<file path="src/core/hsm_pkg.sv">
// Shared constants and state type of the host shared-memory registers
package hsm_pkg;
   localparam logic [3:0] OFS_ADDR_TOP = 4'h3;
   localparam logic [3:0] OFS_DATA = 4'h4;
   localparam logic [3:0] OFS_PROT_LO = 4'h7;
   localparam logic [3:0] OFS_PROT_HI = 4'h8;
   localparam logic [3:0] OFS_SEM = 4'hc;
   localparam int BIT_RD_PROT = 0;
   localparam int BIT_WR_PROT = 1;
   localparam int BIT_LOCK = 2;
   localparam int BIT_IDX_WR = 3;
   localparam int IDX_LSB = 4;
   localparam int BLK_LSB = 16;
   localparam int NUM_BLOCKS = 32;
   localparam logic [31:0] RST_RD_PROT = 32'h00000000;
   localparam logic [31:0] RST_WR_PROT = 32'hffffffff;
   localparam logic [31:0] RST_LOCK = 32'h00000000;
   localparam logic [7:0] RST_BYTE = 8'h00;
   localparam logic [3:0] RST_NIB = 4'h0;
   localparam logic [1:0] RESP_ERR = 2'h2;

   typedef struct packed {
      logic [7:0] addr_top;
      logic [7:0] data;
      logic [3:0] idx_lo;
      logic [3:0] idx_hi;
      logic [31:0] rd_prot;
      logic [31:0] wr_prot;
      logic [31:0] lock;
      logic [3:0] host_owned_flags;
      logic [3:0] core_owned_flags;
      logic semaphore_written_flag;
      logic [7:0] rdata;
      logic mem_wr;
      logic [7:0] mem_wdata;
      logic sync_ready;
      logic sync_error;
   } hsm_state_s;
endpackage

</file>
<file path="src/core/hsm_host_regs.sv">
// Host-side shared-memory access registers with block protection
//
// Overview of operation
// - Top indirect address byte drives bits 31-24
// - Data register carries indirect byte 7-0
// - Protection tracked per 64 Kbyte block
// - Low register blocks 0-15, high 16-31
// - Reset sets write-protect, clears read, lock
// - Read-protect bit 0 blocks host reads
// - Core override denies despite host flags
// - Write-protect bit 1 inhibits program, erase
// - Lock freezes block flags until reset
// - Bit 3 set updates index only, reads 0
// - Bit 3 clear applies flags to new index
// - Bits 7-4 hold exposed block index
// - High register indexes map to 16-31
// - Host writes low semaphore nibble
// - Core alone changes high semaphore nibble
// - Semaphore clears on reset
// - Host semaphore write flags core, interrupt
// - Restricted write discarded, error or ready sync
`timescale 1ns/10ps
module hsm_host_regs (
   input wire logic core_clk,
   input wire logic arst_n,
   input wire logic host_wr,
   input wire logic host_rd,
   input wire logic [3:0] host_addr,
   input wire logic [7:0] host_wdata,
   output logic [7:0] host_rdata,
   input wire logic [23:0] ind_addr_low,
   output logic [7:0] ind_addr_top,
   output logic mem_wr,
   output logic [7:0] mem_wdata,
   input wire logic mem_rvalid,
   input wire logic [7:0] mem_rdata,
   input wire logic [2:0] restrict_en,
   input wire logic [1:0] restricted_response_select,
   output logic sync_ready,
   output logic sync_error,
   input wire logic [20:0] chk_addr,
   input wire logic core_ovr_rd_deny,
   input wire logic core_ovr_wr_deny,
   output logic host_rd_denied,
   output logic host_wr_denied,
   input wire logic core_sem_we,
   input wire logic [3:0] core_sem_wdata,
   output logic [7:0] host_core_semaphore,
   input wire logic semw_clr,
   input wire logic semaphore_irq_enable,
   output logic semaphore_written_flag,
   output logic core_irq
);

   hsm_pkg::hsm_state_s s_q;
   hsm_pkg::hsm_state_s s_d;
   logic [4:0] sel;
   logic [4:0] chk_blk;
   logic [4:0] acc_blk;
   logic acc_wr_restricted;
   logic [7:0] prot_lo_rd;
   logic [7:0] prot_hi_rd;
   logic [4:0] blk_lo;
   logic [4:0] blk_hi;

   ////////////////////////////////////////////////////////////////////
   // Block lookups

   assign blk_lo = {1'b0, s_q.idx_lo};
   assign blk_hi = {1'b1, s_q.idx_hi};
   // Index field, zero in bit 3, flags of the indexed block
   assign prot_lo_rd = {s_q.idx_lo, 1'b0, s_q.lock[blk_lo],
                        s_q.wr_prot[blk_lo], s_q.rd_prot[blk_lo]};
   assign prot_hi_rd = {s_q.idx_hi, 1'b0, s_q.lock[blk_hi],
                        s_q.wr_prot[blk_hi], s_q.rd_prot[blk_hi]};

   // Block number is the 64K slot of the core address
   assign chk_blk = chk_addr[hsm_pkg::BLK_LSB+:5];
   assign acc_blk = ind_addr_low[hsm_pkg::BLK_LSB+:5];
   assign host_rd_denied = s_q.rd_prot[chk_blk] | core_ovr_rd_deny;
   assign host_wr_denied = s_q.wr_prot[chk_blk] | core_ovr_wr_deny;

   // Indirect data writes land in expansion memory, so write-protect
   // and any outside restriction (range, warm reset) stop them
   assign acc_wr_restricted = s_q.wr_prot[acc_blk] | core_ovr_wr_deny |
                              (|restrict_en);

   ////////////////////////////////////////////////////////////////////
   // Next state

   always_comb begin
      s_d = s_q;
      sel = 5'h00;
      s_d.mem_wr = 1'b0;
      s_d.sync_ready = 1'b0;
      s_d.sync_error = 1'b0;
      if (mem_rvalid) begin
         s_d.data = mem_rdata;
      end
      if (host_rd) begin
         case (host_addr)
            hsm_pkg::OFS_ADDR_TOP: s_d.rdata = s_q.addr_top;
            hsm_pkg::OFS_DATA: s_d.rdata = s_q.data;
            hsm_pkg::OFS_PROT_LO: s_d.rdata = prot_lo_rd;
            hsm_pkg::OFS_PROT_HI: s_d.rdata = prot_hi_rd;
            hsm_pkg::OFS_SEM: s_d.rdata = {s_q.core_owned_flags,
                                           s_q.host_owned_flags};
            default: s_d.rdata = hsm_pkg::RST_BYTE;
         endcase
      end
      if (host_wr) begin
         case (host_addr)
            hsm_pkg::OFS_ADDR_TOP: begin
               s_d.addr_top = host_wdata;
            end
            hsm_pkg::OFS_DATA: begin
               if (acc_wr_restricted) begin
                  // Data is dropped, only the sync kind is reported
                  if (restricted_response_select == hsm_pkg::RESP_ERR) begin
                     s_d.sync_error = 1'b1;
                  end else begin
                     s_d.sync_ready = 1'b1;
                  end
               end else begin
                  s_d.data = host_wdata;
                  s_d.mem_wr = 1'b1;
                  s_d.mem_wdata = host_wdata;
                  s_d.sync_ready = 1'b1;
               end
            end
            hsm_pkg::OFS_PROT_LO,
            hsm_pkg::OFS_PROT_HI: begin
               if (host_addr == hsm_pkg::OFS_PROT_LO) begin
                  s_d.idx_lo = host_wdata[hsm_pkg::IDX_LSB+:4];
                  sel = {1'b0, host_wdata[hsm_pkg::IDX_LSB+:4]};
               end else begin
                  s_d.idx_hi = host_wdata[hsm_pkg::IDX_LSB+:4];
                  sel = {1'b1, host_wdata[hsm_pkg::IDX_LSB+:4]};
               end
               if (!host_wdata[hsm_pkg::BIT_IDX_WR] && !s_q.lock[sel]) begin
                  s_d.rd_prot[sel] = host_wdata[hsm_pkg::BIT_RD_PROT];
                  s_d.wr_prot[sel] = host_wdata[hsm_pkg::BIT_WR_PROT];
                  s_d.lock[sel] = host_wdata[hsm_pkg::BIT_LOCK];
               end
            end
            hsm_pkg::OFS_SEM: begin
               s_d.host_owned_flags = host_wdata[3:0];
            end
            default: begin
            end
         endcase
      end
      if (core_sem_we) begin
         s_d.core_owned_flags = core_sem_wdata;
      end
      // A host write in the clearing cycle keeps the flag set
      if (semw_clr) begin
         s_d.semaphore_written_flag = 1'b0;
      end
      if (host_wr && host_addr == hsm_pkg::OFS_SEM) begin
         s_d.semaphore_written_flag = 1'b1;
      end
   end

   always_ff @(posedge core_clk or negedge arst_n) begin
      if (!arst_n) begin
         s_q.addr_top <= hsm_pkg::RST_BYTE;
         s_q.data <= hsm_pkg::RST_BYTE;
         s_q.idx_lo <= hsm_pkg::RST_NIB;
         s_q.idx_hi <= hsm_pkg::RST_NIB;
         s_q.rd_prot <= hsm_pkg::RST_RD_PROT;
         s_q.wr_prot <= hsm_pkg::RST_WR_PROT;
         s_q.lock <= hsm_pkg::RST_LOCK;
         s_q.host_owned_flags <= hsm_pkg::RST_NIB;
         s_q.core_owned_flags <= hsm_pkg::RST_NIB;
         s_q.semaphore_written_flag <= 1'b0;
         s_q.rdata <= hsm_pkg::RST_BYTE;
         s_q.mem_wr <= 1'b0;
         s_q.mem_wdata <= hsm_pkg::RST_BYTE;
         s_q.sync_ready <= 1'b0;
         s_q.sync_error <= 1'b0;
      end else begin
         s_q <= s_d;
      end
   end

   ////////////////////////////////////////////////////////////////////
   // Outputs

   assign host_rdata = s_q.rdata;
   assign ind_addr_top = s_q.addr_top;
   assign mem_wr = s_q.mem_wr;
   assign mem_wdata = s_q.mem_wdata;
   assign sync_ready = s_q.sync_ready;
   assign sync_error = s_q.sync_error;
   assign host_core_semaphore = {s_q.core_owned_flags, s_q.host_owned_flags};
   assign semaphore_written_flag = s_q.semaphore_written_flag;
   // Level interrupt: up while enabled, until the core clears the flag
   assign core_irq = s_q.semaphore_written_flag & semaphore_irq_enable;

   ////////////////////////////////////////////////////////////////////
   // Checks

   top_byte_a: assert property (@(posedge core_clk)
      disable iff (!arst_n)
      host_wr && host_addr == hsm_pkg::OFS_ADDR_TOP
      |=> ind_addr_top == $past(host_wdata))
      else $error("top address byte not taken");

   idx_only_a: assert property (@(posedge core_clk)
      disable iff (!arst_n)
      host_wr && host_addr == hsm_pkg::OFS_PROT_LO && host_wdata[3]
      |=> s_q.rd_prot == $past(s_q.rd_prot) &&
          s_q.wr_prot == $past(s_q.wr_prot) &&
          s_q.lock == $past(s_q.lock))
      else $error("index write changed flags");

   idx_hi_only_a: assert property (@(posedge core_clk)
      disable iff (!arst_n)
      host_wr && host_addr == hsm_pkg::OFS_PROT_HI && host_wdata[3]
      |=> s_q.rd_prot == $past(s_q.rd_prot) &&
          s_q.wr_prot == $past(s_q.wr_prot) &&
          s_q.lock == $past(s_q.lock))
      else $error("high index write changed flags");

   idx_read_a: assert property (@(posedge core_clk)
      disable iff (!arst_n)
      host_rd && host_addr == hsm_pkg::OFS_PROT_HI
      |=> host_rdata[3] == 1'b0 && host_rdata[7:4] == $past(s_q.idx_hi))
      else $error("protection readback wrong");

   lo_read_a: assert property (@(posedge core_clk)
      disable iff (!arst_n)
      host_rd && host_addr == hsm_pkg::OFS_PROT_LO
      |=> host_rdata[3] == 1'b0 && host_rdata[7:4] == $past(s_q.idx_lo))
      else $error("low protection readback wrong");

   lock_hold_a: assert property (@(posedge core_clk)
      disable iff (!arst_n)
      s_q.lock[blk_lo] |=> s_q.lock[$past(blk_lo)] &&
      s_q.rd_prot[$past(blk_lo)] == $past(s_q.rd_prot[blk_lo]))
      else $error("locked block changed");

   lock_stick_a: assert property (@(posedge core_clk)
      disable iff (!arst_n)
      s_q.lock != 32'h0 |=>
      ($past(s_q.lock) & ~s_q.lock) == 32'h0)
      else $error("lock flag cleared without reset");

   lock_hi_a: assert property (@(posedge core_clk)
      disable iff (!arst_n)
      host_wr && host_addr == hsm_pkg::OFS_PROT_HI &&
      s_q.lock[{1'b1, host_wdata[7:4]}]
      |=> s_q.rd_prot == $past(s_q.rd_prot) &&
          s_q.wr_prot == $past(s_q.wr_prot))
      else $error("locked high block changed");

   flag_apply_a: assert property (@(posedge core_clk)
      disable iff (!arst_n)
      host_wr && host_addr == hsm_pkg::OFS_PROT_HI && !host_wdata[3] &&
      !s_q.lock[{1'b1, host_wdata[7:4]}]
      |=> s_q.wr_prot[{1'b1, $past(host_wdata[7:4])}] ==
          $past(host_wdata[1]))
      else $error("flag write not applied");

   lo_apply_a: assert property (@(posedge core_clk)
      disable iff (!arst_n)
      host_wr && host_addr == hsm_pkg::OFS_PROT_LO && !host_wdata[3] &&
      !s_q.lock[{1'b0, host_wdata[7:4]}]
      |=> s_q.rd_prot[{1'b0, $past(host_wdata[7:4])}] ==
          $past(host_wdata[0]) &&
          s_q.lock[{1'b0, $past(host_wdata[7:4])}] == $past(host_wdata[2]))
      else $error("low flag write not applied");

   hi_map_a: assert property (@(posedge core_clk)
      disable iff (!arst_n)
      host_wr && host_addr == hsm_pkg::OFS_PROT_HI && !host_wdata[3] &&
      !s_q.lock[{1'b1, host_wdata[7:4]}]
      |=> s_q.rd_prot[{1'b1, $past(host_wdata[7:4])}] ==
          $past(host_wdata[0]))
      else $error("high index not mapped to upper blocks");

   rd_deny_a: assert property (@(posedge core_clk)
      disable iff (!arst_n)
      host_rd_denied == (s_q.rd_prot[chk_addr[20:16]] | core_ovr_rd_deny))
      else $error("read denial mismatch");

   ovr_deny_a: assert property (@(posedge core_clk)
      disable iff (!arst_n)
      (core_ovr_rd_deny -> host_rd_denied) && (core_ovr_wr_deny -> host_wr_denied))
      else $error("core override not honoured");

   rst_flags_a: assert property (@(posedge core_clk)
      disable iff (!arst_n)
      $rose(arst_n) |-> s_q.rd_prot == hsm_pkg::RST_RD_PROT &&
      s_q.wr_prot == hsm_pkg::RST_WR_PROT && s_q.lock == hsm_pkg::RST_LOCK)
      else $error("protection flags wrong after reset");

   rst_sem_a: assert property (@(posedge core_clk)
      disable iff (!arst_n)
      $rose(arst_n) |-> host_core_semaphore == hsm_pkg::RST_BYTE)
      else $error("semaphore not cleared by reset");

   data_wr_a: assert property (@(posedge core_clk)
      disable iff (!arst_n)
      host_wr && host_addr == hsm_pkg::OFS_DATA && !acc_wr_restricted
      |=> mem_wr && sync_ready && !sync_error &&
          mem_wdata == $past(host_wdata))
      else $error("allowed data write not forwarded");

   data_fill_a: assert property (@(posedge core_clk)
      disable iff (!arst_n)
      mem_rvalid && !(host_wr && host_addr == hsm_pkg::OFS_DATA)
      |=> s_q.data == $past(mem_rdata))
      else $error("memory read data not captured");

   no_stray_a: assert property (@(posedge core_clk)
      disable iff (!arst_n)
      !(host_wr && host_addr == hsm_pkg::OFS_DATA)
      |=> !mem_wr && !sync_ready && !sync_error)
      else $error("stray data write response");

   bad_write_a: assert property (@(posedge core_clk)
      disable iff (!arst_n)
      host_wr && host_addr == hsm_pkg::OFS_DATA && acc_wr_restricted
      |=> !mem_wr && (sync_error == ($past(restricted_response_select) ==
          hsm_pkg::RESP_ERR)) && (sync_ready != sync_error))
      else $error("restricted write response wrong");

   sync_one_a: assert property (@(posedge core_clk)
      disable iff (!arst_n)
      !(sync_ready && sync_error))
      else $error("both sync kinds at once");

   sem_host_a: assert property (@(posedge core_clk)
      disable iff (!arst_n)
      host_wr && host_addr == hsm_pkg::OFS_SEM && !core_sem_we
      |=> host_core_semaphore[3:0] == $past(host_wdata[3:0]) &&
          host_core_semaphore[7:4] == $past(host_core_semaphore[7:4]))
      else $error("semaphore nibble ownership broken");

   sem_core_a: assert property (@(posedge core_clk)
      disable iff (!arst_n)
      core_sem_we |=> host_core_semaphore[7:4] == $past(core_sem_wdata))
      else $error("core semaphore nibble not taken");

   sem_flag_a: assert property (@(posedge core_clk)
      disable iff (!arst_n)
      host_wr && host_addr == hsm_pkg::OFS_SEM
      |=> semaphore_written_flag ##0
          (core_irq == semaphore_irq_enable))
      else $error("semaphore write not flagged");

   sem_wins_a: assert property (@(posedge core_clk)
      disable iff (!arst_n)
      semw_clr && host_wr && host_addr == hsm_pkg::OFS_SEM
      |=> semaphore_written_flag)
      else $error("clear beat a host semaphore write");

endmodule

</file>
<file path="config.mk">
export PLATFORM = sky130hd
export DESIGN_NAME = hsm_host_regs
export DESIGN_NICKNAME = d
export VERILOG_FILES = /design/src/core/hsm_pkg.sv /design/src/core/hsm_host_regs.sv
export SDC_FILE = /design/constraint.sdc
export NUM_CORES = 1
export LEC_CHECK = 0
export ABC_AREA = 0
export BUFFER_PORTS_ARGS = -buffer_cell sky130_fd_sc_hd__buf_2
export CAP_MARGIN = 20
export CORE_MARGIN = 3
export CORE_UTILIZATION = 62
export DETAILED_ROUTE_END_ITERATION = 7
export GPL_TIMING_DRIVEN = 0
export PLACE_DENSITY_LB_ADDON = 0.3
export SYNTH_ARGS = -nofsm -noshare
export SYNTH_HDL_FRONTEND = slang
export SYNTH_SLANG_ARGS = --single-unit
</file>
<file path="constraint.sdc">
create_clock -name core_clk -period 3.6 [get_ports core_clk]
set_input_delay 0.36 -clock core_clk [delete_from_list [all_inputs] [get_ports core_clk]]
set_output_delay 0.36 -clock core_clk [all_outputs]
set_load 0.05 [all_outputs]
</file>
# Yosys cells after proc, flatten, opt, wreduce, memory -nomap -nowiden
# Index checks and enable logic that the tools add are counted.
# W data, S select, Z words.
# classes
n_lt_le_gt_ge,6
eq_ne,6
mux,47
bitwise_logic,7
reduce_logical,14
# op_table
op,n
$mux W116,1
$mux W104,1
$bwmux W32,3
$mux W96,1
$pmux W8 S5,1
$bmux W1 S4,6
$lt A5 B6 Y1 const B,4
$mux W8,3
$mux W11,2
$bmux W1 S5,4
$mux W1,17
$mux W5,3
$mux W4,3
$reduce_and A3 Y1,4
$mux W9,1
$eq A4 B3 Y1 const B,2
$eq A4 B4 Y1 const B,2
$lt A4 B6 Y1 const B,1
$demux W1 S5,1
$ge A5 B1 Y1 const B,1
$eq A4 B2 Y1 const B,1
$or A1 B1 Y1,4
$reduce_and A2 Y1,2
$logic_and A1 B1 Y1,3
other kinds (7),9
# word_totals
ff_bits,148

# Logic depth before layout (Yosys ltp)
# Gate-level depths: netlist of run 1.
# depth
ltp_word,12
ltp_mapped,10

# Worst setup path after synthesis of run 1
# No wires, ideal clock.
# synth_path
path_kind,input port to output port
start,input port chk_addr[16]
end,output port host_rd_denied
t_arrival_ns,2.349
t_required_ns,3.240
slack_ns,0.891
stages,5
path_cell_list,buf_2 buf_2 mux4_2 mux4_2 a211o_1
# synth_between
elab_chain_cells,3
# synth_rtl
item,line_no,rtl
from (decl),hsm_host_regs.sv:41,"input wire logic [20:0] chk_addr,"
$bmux W1 S5,hsm_host_regs.sv:80,assign host_rd_denied = s_q.rd_prot[chk_blk] | core_ovr_rd_deny;
$mux W1 (not written as such),hsm_host_regs.sv:80,
$or A1 B1 Y1,hsm_host_regs.sv:80,
to (decl),hsm_host_regs.sv:44,"output logic host_rd_denied,"
# No other way between the ends. The select of a mux whose other input is x is not followed.

# Worst setup path in the final report of run 1
# Same ends and word-level chain as after synthesis.

==> results of run 1 <==
[per-layer routing]
| metal | track usage | up-vias | routed length [um] |
|---|---|---|---|
| li1 | - | 2509 | - |
| met3 | 0.0690 | 54 | 1960 |
| met4 | 0.119 | 0 | 611 |
| met2 | 0.488 | 378 | 10600 |
| met5 | 0 | - | 0 |
| met1 | 0.416 | 3075 | 8460 |
[critical path: cells and delay by family]
kind / cells / cell delay (ns)
mux: 2 / 1.11
buf+inv: 3 / 0.91
compound gates: 1 / 0.31
[cell type report]
cell class	instances	area [um^2]	share of cell area
multi-input combinational	392	4030	0.425
tap	172	215	0.0227
timing repair buffer	76	414	0.0437
clock buffer	22	474	0.0501
clock inverter	10	105	0.0111
sequential	148	3740	0.395
buffer	75	463	0.0489
inverter	9	33.8	0.00357
[power groups by stage]
stage          combinational (mW)  sequential (mW)  clock (mW)
2_1_floorplan               0.587             1.86           0
3_3_place_gp                0.771             1.88           0
3_5_place_dp                0.796             1.89           0
4_1_cts                     0.803             1.87        1.76
5_1_grt                     0.851             1.88        1.84
6_report                    0.805             1.87        1.75
[cell families (layout without fill, tap and decap cells)]
kind of cell,count (synthesis),after routing
and+or+nand+nor,125,125
AOI/OAI and AO/OA,82,82
buffers and inverters,84,192
muxes,185,185
DFF,148,148
[cell usage after synthesis, types with 6 or more instances]
cell      count  area share
o21ai_0       9      0.0054
nand2_1      36       0.016
buf_4        34       0.031
nand2b_1      9      0.0068
dfstp_2      32        0.10
mux2_1        7      0.0095
buf_1         6      0.0027
nor3_1        9      0.0054
nor2_1       16      0.0073
clkbuf_1     17      0.0077
nand3_1      17       0.010
o21bai_1     28       0.025
buf_2        13      0.0079
nor2b_1       9      0.0068
mux2_2       99        0.13
and3_1        9      0.0068
dfrtp_1     116        0.35
mux4_2       55        0.15
a22oi_1       9      0.0082
mux2i_1      21       0.025
inv_1         9      0.0041
[final timing paths]
path                                                      endpoint  slack (ns)  depth (start not counted)
worst min-delay path            semaphore_written_flag$_DFFE_PN0P_        0.12                          2
worst min register to register                                flop        0.50                          1
min in group asynchronous              ind_addr_top[6]$_DFFE_PN0P_        0.44                          2
worst max register to register           host_rdata[0]$_DFFE_PN0P_        0.89                          5
worst max-delay path                                host_rd_denied        0.54                          6
max in group asynchronous                                async pin        2.31                          3
[per-stage QoR]
step	power (mW)	cell area, um^2
floorplan	2.45	8270
global placement	2.66	8850
detailed placement	2.69	8880
CTS	4.43	9470
global route	4.57	9470
finish	4.43	9470
[cells in the final DEF (no fill, tap or decap), types with 3 or more instances in the layout]
master	synthesis	final
a31o_2	5	5
nand3_1	17	17
mux4_2	55	55
dfstp_2	32	32
buf_4	34	34
a2111oi_0	4	4
and3_1	9	9
nor2b_1	9	9
a211oi_1	4	4
o21ai_0	9	9
a21o_1	3	3
mux2_1	7	7
o21bai_1	28	28
nand2b_1	9	9
dfrtp_1	116	116
nor3_1	9	9
nand2_1	36	36
buf_2	13	86
mux2i_1	21	21
buf_6	5	6
clkbuf_16	0	17
clkinv_2	0	6
clkbuf_1	17	19
a21oi_1	3	3
nor2_1	16	16
buf_1	6	6
mux2_2	99	99
inv_1	9	9
a22oi_1	9	9
mux2_4	3	3
a222oi_1	4	4
clkbuf_8	0	3
[repair_timing]
item,4_1_cts,5_1_grt
hold buffers,1,0
buffers inserted,0,0
resized for setup,0,0
endpoints found under the hold margin,47,0
==> reports/results.tsv, run 1 <==
stage	metric	value	unit
critical_path	path_class	in -> out	
synthesis	synth_top_family_by_area	multiplexers	
critical_path	cp_slowest_cell	mux4_2	
detailed_routing	drt_wl_total	21600	um
synthesis	syn-cell-area	0.00827	mm^2
clocking	numClockSinks	148	
power_and_ir_drop	p_seq_frac	0.423	
clocking	clk_latency	0.43	ns
detailed_routing	first_pass_iters	5	
synthesis	synth_edf_count	0	
detailed_routing	drt_iter0_markers	867	
synthesis	synth.area.mux_share	0.325	
timing	min_period_over_period	0.850	
timing	skew	0.00869	ns
timing	rsz0062_at_grt	no	
global_routing	antenna_found_initial	0	
timing	finalSetupTns	0	ns
synthesis	synth_xor_area_frac	0	
timing	tightest_slew	1.06	ns
timing	max_freq	327	MHz
power_and_ir_drop	power_switching	1.26	mW
global_routing	grt-ovfl-total	0	
synthesis	synth_top_flop_cell	dfrtp_1	
die	dieArea	0.0148	mm^2
synthesis	seq_area_frac_synth	0.453	
clocking	cts_buffers	17	
cells_and_area	antenna_cells	0	
die	initial_core_util	0.644	
synthesis	ys_warn_count	0	
detailed_routing	postRouteAntennaNets	0	
die	fp.coreArea	0.0128	mm^2
run	maxCapViolCount	0	
power_and_ir_drop	power_frac_clock	0.396	
clocking	cts_tree	built	
timing	holdWs	0.120	ns
power_and_ir_drop	p_comb_frac	0.182	
power_and_ir_drop	power_leakage	4.26	nW
clocking	cts_max_path_buffers	2	
synthesis	synth_async_sr_flop_share	1.00	
global_routing	grt_pass1_vias	6098	
placement	dp_hpwl	15500	um
timing	hold_viol_final	0	
detailed_routing	drcViolationCount	0	
placement	place.gp.congestion	0.912	
synthesis	synth.net_count	708	
timing	setup_viol	0	
power_and_ir_drop	p_int	3.17	mW
critical_path	cp_cell_sequence	buf_2 > buf_2 > mux4_2 > mux4_2 > a211o_1 > buf_2	
detailed_routing	viasPerCell	6.65	
critical_path	cp_slowest_stage_delay	0.58	ns
cells_and_area	areaGrowthSynthToFinish	14.6	%
synthesis	yosys.area_share.adder	0	
clocking	h-tree-depth	4	
timing	period_needed	3.06	ns
cells_and_area	instances_no_fill	904	
synthesis	ys_ff_latch	148	
die	io-pin-count	123	
power_and_ir_drop	power_density	468	mW/mm^2
clocking	clk_pin_slew	0.06	ns
cells_and_area	layout-drive-gt1-share	0.501	
die	die_h	121	um
critical_path	start_kind	input port	
synthesis	synth_compound_area_frac	0.0746	
critical_path	cpMostUsedCell	buf_2	
critical_path	crit_fanout	10	
critical_path	cp.required	3.24	ns
global_routing	grt_use_total	0.307	
critical_path	critPathCaptureType	primary output	
critical_path	startpoint	chk_addr[16]	
placement	portBuffers	74	
cells_and_area	fin_util	0.739	
critical_path	r2r-start	blk_hi[1]$_DFFE_PN0P_	
synthesis	synth-simple-area-share	0.0872	
synthesis	synth_cell_types	57	
detailed_routing	wl_per_cell	23.9	um
cells_and_area	n_fill_cell	795	
timing	setup_ws	0.540	ns
clocking	cts_root_buf	clkbuf_16	
power_and_ir_drop	switching_share	0.285	
placement	dpl_worst_slack	0.535	ns
synthesis	syn_area_per_cell	13.2	um^2
status	status	complete, no violations	
min_path	hold_start	semw_clr	
timing	slew_headroom	0.292	
placement	dp_cells	871	
cells_and_area	fin_nets	803	
detailed_routing	num_vias	6016	
global_routing	grt_pass1_wl	33800	um
die	rows	41	
power_and_ir_drop	ir_worst_vdd	355	uV
timing	final_max_slew_viol_count	0	
critical_path	cp_data_arrival_time	2.70	ns
global_routing	grt_max_degree	102	
synthesis	synthCells	624	
die	die_w	121	um
min_path	hold_class	in -> reg	
Power figures use the tool's default switching activity.
==> run 2: changes to the inputs <==
CORE_ASPECT_RATIO = 2   (was unset)
CORE_UTILIZATION = 64   (was 62)
CTS_BUF_LIST = sky130_fd_sc_hd__clkbuf_4 sky130_fd_sc_hd__clkbuf_8   (was unset)
SLEW_MARGIN = 20   (was unset)
==> run 2 against run 1 <==
Cell count fell by 2.3%. Critical path depth did not move. Non-clock buffer count rose by 1. Highest routed layer unchanged. Via count barely moved. Critical path type unchanged. Clock power fell by 18%. Global-route usage rose by 1.6 points. Critical endpoint is now host_wr_denied. Count of clock-buffer cells in the layout fell by 2.
==> reports/results.tsv, run 2 (synthesis gave the netlist of run 1 again) <==
stage	metric	value	unit
global_routing	grt_max_degree	89	
detailed_routing	drt_iter0_markers	518	
die	io-pin-count	123	
cells_and_area	mostFrequentLayoutCells	116 x dfrtp_1, 99 x mux2_2, 87 x buf_2	
timing	min_period_over_period	0.867	
detailed_routing	drt_wl_total	22600	um
cells_and_area	regArea	0.00374	mm^2
critical_path	crit_fanout	10	
timing	setup_viol	0	
detailed_routing	postRouteAntennaNets	0	
cells_and_area	fin_nets	804	
critical_path	cp_slowest_stage_delay	0.60	ns
power_and_ir_drop	power_density	441	mW/mm^2
detailed_routing	wl_per_cell	25.5	um
cells_and_area	final_common_cell	dfrtp_1	
placement	place.gp.congestion	0.956	
critical_path	cp_num_buf_inv	3	
global_routing	grt-ovfl-total	0	
clocking	clk_latency	0.46	ns
placement	dp_hpwl	16600	um
global_routing	grt_use_total	0.323	
detailed_routing	drcViolationCount	0	
cells_and_area	n_fill_cell	838	
clocking	h-tree-depth	4	
run	maxCapViolCount	0	
detailed_routing	first_pass_iters	6	
global_routing	antenna_found_initial	0	
placement	portBuffers	74	
clocking	cts_max_path_buffers	2	
timing	rsz0062_at_grt	no	
placement	place_area	0.00887	mm^2
clocking	cts_root_buf	clkbuf_8	
timing	tightest_slew	0.826	ns
critical_path	path_class	in -> out	
global_routing	grt_pass1_wl	34700	um
timing	holdWs	0.0635	ns
critical_path	cp_cell_sequence	buf_2 > buf_2 > mux4_2 > mux4_2 > a211o_1 > buf_2	
timing	finalSetupTns	0	ns
critical_path	critPathCaptureType	primary output	
clocking	cts_tree	built	
critical_path	cp_slowest_cell	mux4_2	
critical_path	cp_top_family	multiplexers	
cells_and_area	antenna_cells	0	
global_routing	grt_pass1_vias	6379	
die	die_w	86.4	um
clocking	cts_buffers	17	
clocking	numClockSinks	148	
critical_path	cp_data_arrival_time	2.76	ns
clocking	clk_pin_slew	0.09	ns
timing	period_needed	3.12	ns
detailed_routing	viasPerCell	6.81	
detailed_routing	num_vias	6014	
min_path	hold_class	in -> reg	
timing	slew_headroom	0.445	
clocking	cts-resized-gates	0	
die	initial_core_util	0.655	
die	dieArea	0.0144	mm^2
timing	final_max_slew_viol_count	0	
cells_and_area	layout-drive-gt1-share	0.505	
cells_and_area	multi_input_area	0.00403	mm^2
cells_and_area	fin_area	0.00932	mm^2
power_and_ir_drop	power_leakage	4.21	nW
timing	hold_viol_final	0	
power_and_ir_drop	ir_worst_vdd	371	uV
critical_path	start_kind	input port	
critical_path	cpMostUsedCell	buf_2	
status	status	complete, no violations	
cells_and_area	areaGrowthSynthToFinish	12.7	%
die	rows	58	
die	fp.coreArea	0.0126	mm^2
timing	skew	0.0252	ns
critical_path	cp.required	3.24	ns
die	die_h	167	um
timing	max_freq	320	MHz
## run 2: cell count changes in the layout (fill, tap and decap cells not counted), moves of 2 or more
cell / delta
clkbuf_16: -17
clkinv_2: -4
clkbuf_8: +14
inv_4: +3
clkbuf_1: -2
inv_6: +2
clkinvlp_4: -2
bufinv_16: +2
clkbuf_4: +3
## run 2: power breakdown
group / switching (mW) / internal (mW)
logic: 0.480 / 0.327
clock network: 0.650 / 0.782
registers: 0.103 / 1.77
total: 1.23 / 2.88
## run 2: layer usage
| layer | global-route usage | part of all wire | up-vias |
|---|---|---|---|
| met1 | 0.350 | 0.33 | 3088 |
| met5 | 0 | 0 | - |
| met3 | 0.0619 | 0.058 | 106 |
| met4 | 0.208 | 0.071 | 0 |
| met2 | 0.558 | 0.54 | 313 |
| li1 | - | - | 2507 |
## run 2: final timing paths
path                                        from                            endpoint  slack [ns]  cells after the start
max                                 chk_addr[16]                      host_wr_denied        0.48                      6
min                                     semw_clr  semaphore_written_flag$_DFFE_PN0P_        0.06                      2
max reg2reg                blk_lo[0]$_DFFE_PN0P_           host_rdata[2]$_DFFE_PN0P_        0.86                      7
min reg2reg                                 flop                                flop        0.50                      1
max in group asynchronous                 arst_n                           async pin        2.35                      3
min in group asynchronous                 arst_n  host_core_semaphore[5]$_DFFE_PN0P_        0.42                      2
## run 2: area by class of cell
class	count	share of cell area
Buffer	75	0.0497
Sequential cell	148	0.402
Clock inverter	12	0.0188
Clock buffer	20	0.0275
Tap cell	150	0.0201
Inverter	9	0.00363
Timing Repair Buffer	77	0.0454
Multi-Input combinational cell	392	0.433
## run 2: timing repair
item,in CTS,in global routing
endpoints found under the hold margin,60,0
buffers inserted,0,0
hold buffers,1,0
## run 2: stage by stage
stage / setup WS [ns] / instances / utilization / total power, mW
finish: 0.479 / 883 / 0.738 / 4.11
global route: 0.392 / 883 / 0.738 / 4.23
CTS: 0.468 / 883 / 0.738 / 4.11
detailed placement: 0.508 / 850 / 0.703 / 2.70
global placement: 0.263 / 848 / 0.699 / 2.67
floorplan: 0.891 / 624 / - / 2.45
==> run 3: changes to the inputs <==
CAP_MARGIN = 15   (was 20)
CORE_UTILIZATION = 60   (was 64)
clock period = 3.3 ns   (was 3.6 ns; I/O delays follow)
==> run 3 against run 2 <==
Flip-flop and latch count stayed put. Count of clock-buffer cells in the layout is 1 lower. Die area is 6.3% higher. Core utilization is 4.4 points lower. Non-clock buffer count is 1 lower.
==> reports/results.tsv, run 3 (synthesis gave the netlist of run 1 again) <==
stage	metric	value	unit
placement	place.gp.congestion	0.960	
critical_path	cp_cell_sequence	buf_2 > buf_2 > mux4_2 > mux4_2 > a211o_1 > buf_2	
die	die_h	172	um
placement	place_area	0.00888	mm^2
detailed_routing	num_vias	5934	
cells_and_area	mostFrequentLayoutCells	116 x dfrtp_1, 99 x mux2_2, 86 x buf_2	
detailed_routing	first_pass_iters	6	
critical_path	critPathCaptureType	primary output	
timing	min_period_over_period	0.913	
clocking	clk_pin_slew	0.09	ns
timing	period_needed	3.01	ns
power_and_ir_drop	ir_worst_vdd	273	uV
clocking	numClockSinks	148	
detailed_routing	drt_iter0_markers	525	
clocking	cts_tree	built	
die	die_w	89.0	um
detailed_routing	drt_wl_total	22100	um
global_routing	antenna_found_initial	0	
cells_and_area	fin_nets	803	
detailed_routing	postRouteAntennaNets	0	
cells_and_area	fin_util	0.694	
global_routing	grt_use_total	0.305	
die	io-pin-count	123	
die	rows	60	
cells_and_area	final_common_cell	dfrtp_1	
detailed_routing	viasPerCell	6.69	
clocking	h-tree-depth	4	
clocking	clk_latency	0.47	ns
power_and_ir_drop	power_leakage	4.19	nW
critical_path	cp_num_buf_inv	3	
min_path	hold_class	in -> reg	
global_routing	grt_pass1_vias	6155	
critical_path	crit_fanout	10	
critical_path	cpMostUsedCell	buf_2	
cells_and_area	n_fill_cell	967	
timing	setup_viol	0	
clocking	cts_buffers	17	
detailed_routing	drcViolationCount	0	
detailed_routing	wl_per_cell	25.0	um
cells_and_area	fin_area	0.00932	mm^2
die	dieArea	0.0153	mm^2
critical_path	cp_top_family	multiplexers	
die	initial_core_util	0.615	
critical_path	start_kind	input port	
global_routing	grt-ovfl-total	0	
status	status	complete, no violations	
power_and_ir_drop	total_power	4.45	mW
cells_and_area	antenna_cells	0	
timing	skew	0.0173	ns
timing	rsz0062_at_grt	no	
cells_and_area	areaGrowthSynthToFinish	12.8	%
run	maxCapViolCount	0	
power_and_ir_drop	power_density	478	mW/mm^2
clocking	cts_root_buf	clkbuf_8	
critical_path	cp_slowest_cell	mux4_2	
timing	holdWs	0.0326	ns
global_routing	grt_max_degree	105	
timing	hold_viol_final	0	
placement	dpl_worst_slack	0.256	ns
cells_and_area	layout-drive-gt1-share	0.505	
timing	tightest_slew	0.798	ns
clocking	postCtsSetupRepairBufs	0	
critical_path	path_class	in -> out	
clocking	cts_max_path_buffers	2	
timing	max_freq	332	MHz
die	fp.coreArea	0.0134	mm^2
timing	slew_headroom	0.468	
critical_path	cp.required	2.97	ns
placement	portBuffers	74	
critical_path	cp_data_arrival_time	2.68	ns
timing	final_max_slew_viol_count	0	
timing	setup_ws	0.286	ns
critical_path	cp_slowest_stage_delay	0.60	ns
placement	dp_hpwl	16600	um
global_routing	grt_pass1_wl	34100	um
[run 3: final timing paths]
kind                                  startpoint                            endpoint  slack [ns]  cells past startpoint
setup / recovery                    chk_addr[16]                      host_rd_denied        0.29                      6
hold / removal                          semw_clr  semaphore_written_flag$_DFFE_PN0P_        0.03                      2
setup reg to reg           blk_hi[1]$_DFFE_PN0P_           host_rdata[1]$_DFFE_PN0P_        0.57                      5
hold reg to reg                             flop                                flop        0.50                      1
max in group asynchronous                 arst_n                           async pin        2.12                      3
min in group asynchronous                 arst_n           host_rdata[4]$_DFFE_PN0P_        0.33                      2
[run 3: timing repair]
item                                    CTS  global route
hold buffers                              1             0
hold endpoints to repair                 44             0
gates resized for setup                   0             0
endpoints found under the setup margin    0             0
[run 3: per-layer routing]
metal,GRT usage,vias to the layer above,share of wire
li1,-,2509,-
met1,0.333,2961,0.33
met2,0.537,365,0.54
met3,0.0610,99,0.061
met4,0.175,0,0.067
met5,0,-,0
[run 3: cell type report]
type | instances | area [um^2] | area share
multi-input combinational | 392 | 4040 | 0.433
inverter | 9 | 33.8 | 0.00362
tap | 155 | 194 | 0.0208
clock buffer | 19 | 255 | 0.0274
sequential | 148 | 3740 | 0.402
buffer | 75 | 463 | 0.0497
clock inverter | 13 | 174 | 0.0187
timing repair buffer | 76 | 418 | 0.0448
[run 3: report_power, final]
part           total, mW  internal [mW]  switching [mW]  leakage, nW
logic              0.877          0.356           0.521         2.10
clock network       1.54          0.788           0.751        0.207
registers           2.04           1.93           0.107         1.88
total               4.45           3.08            1.38         4.19
[run 3: stage by stage]
| step | setup TNS (ns) | cells |
|---|---|---|
| after global routing | 0 | 887 |
| after global placement | -0.154 | 853 |
| final | 0 | 887 |
| after CTS | 0 | 887 |
| after detailed placement | 0 | 854 |
| after floorplan | 0 | 624 |
[run 3: worst reg2reg max path: stages, from the launching register on]
cell	delay, ns
dfrtp_1	0.50
clkbuf_1	0.64
mux4_2	0.44
mux4_2	0.48
a2111oi_0	0.48
a21oi_1	0.08
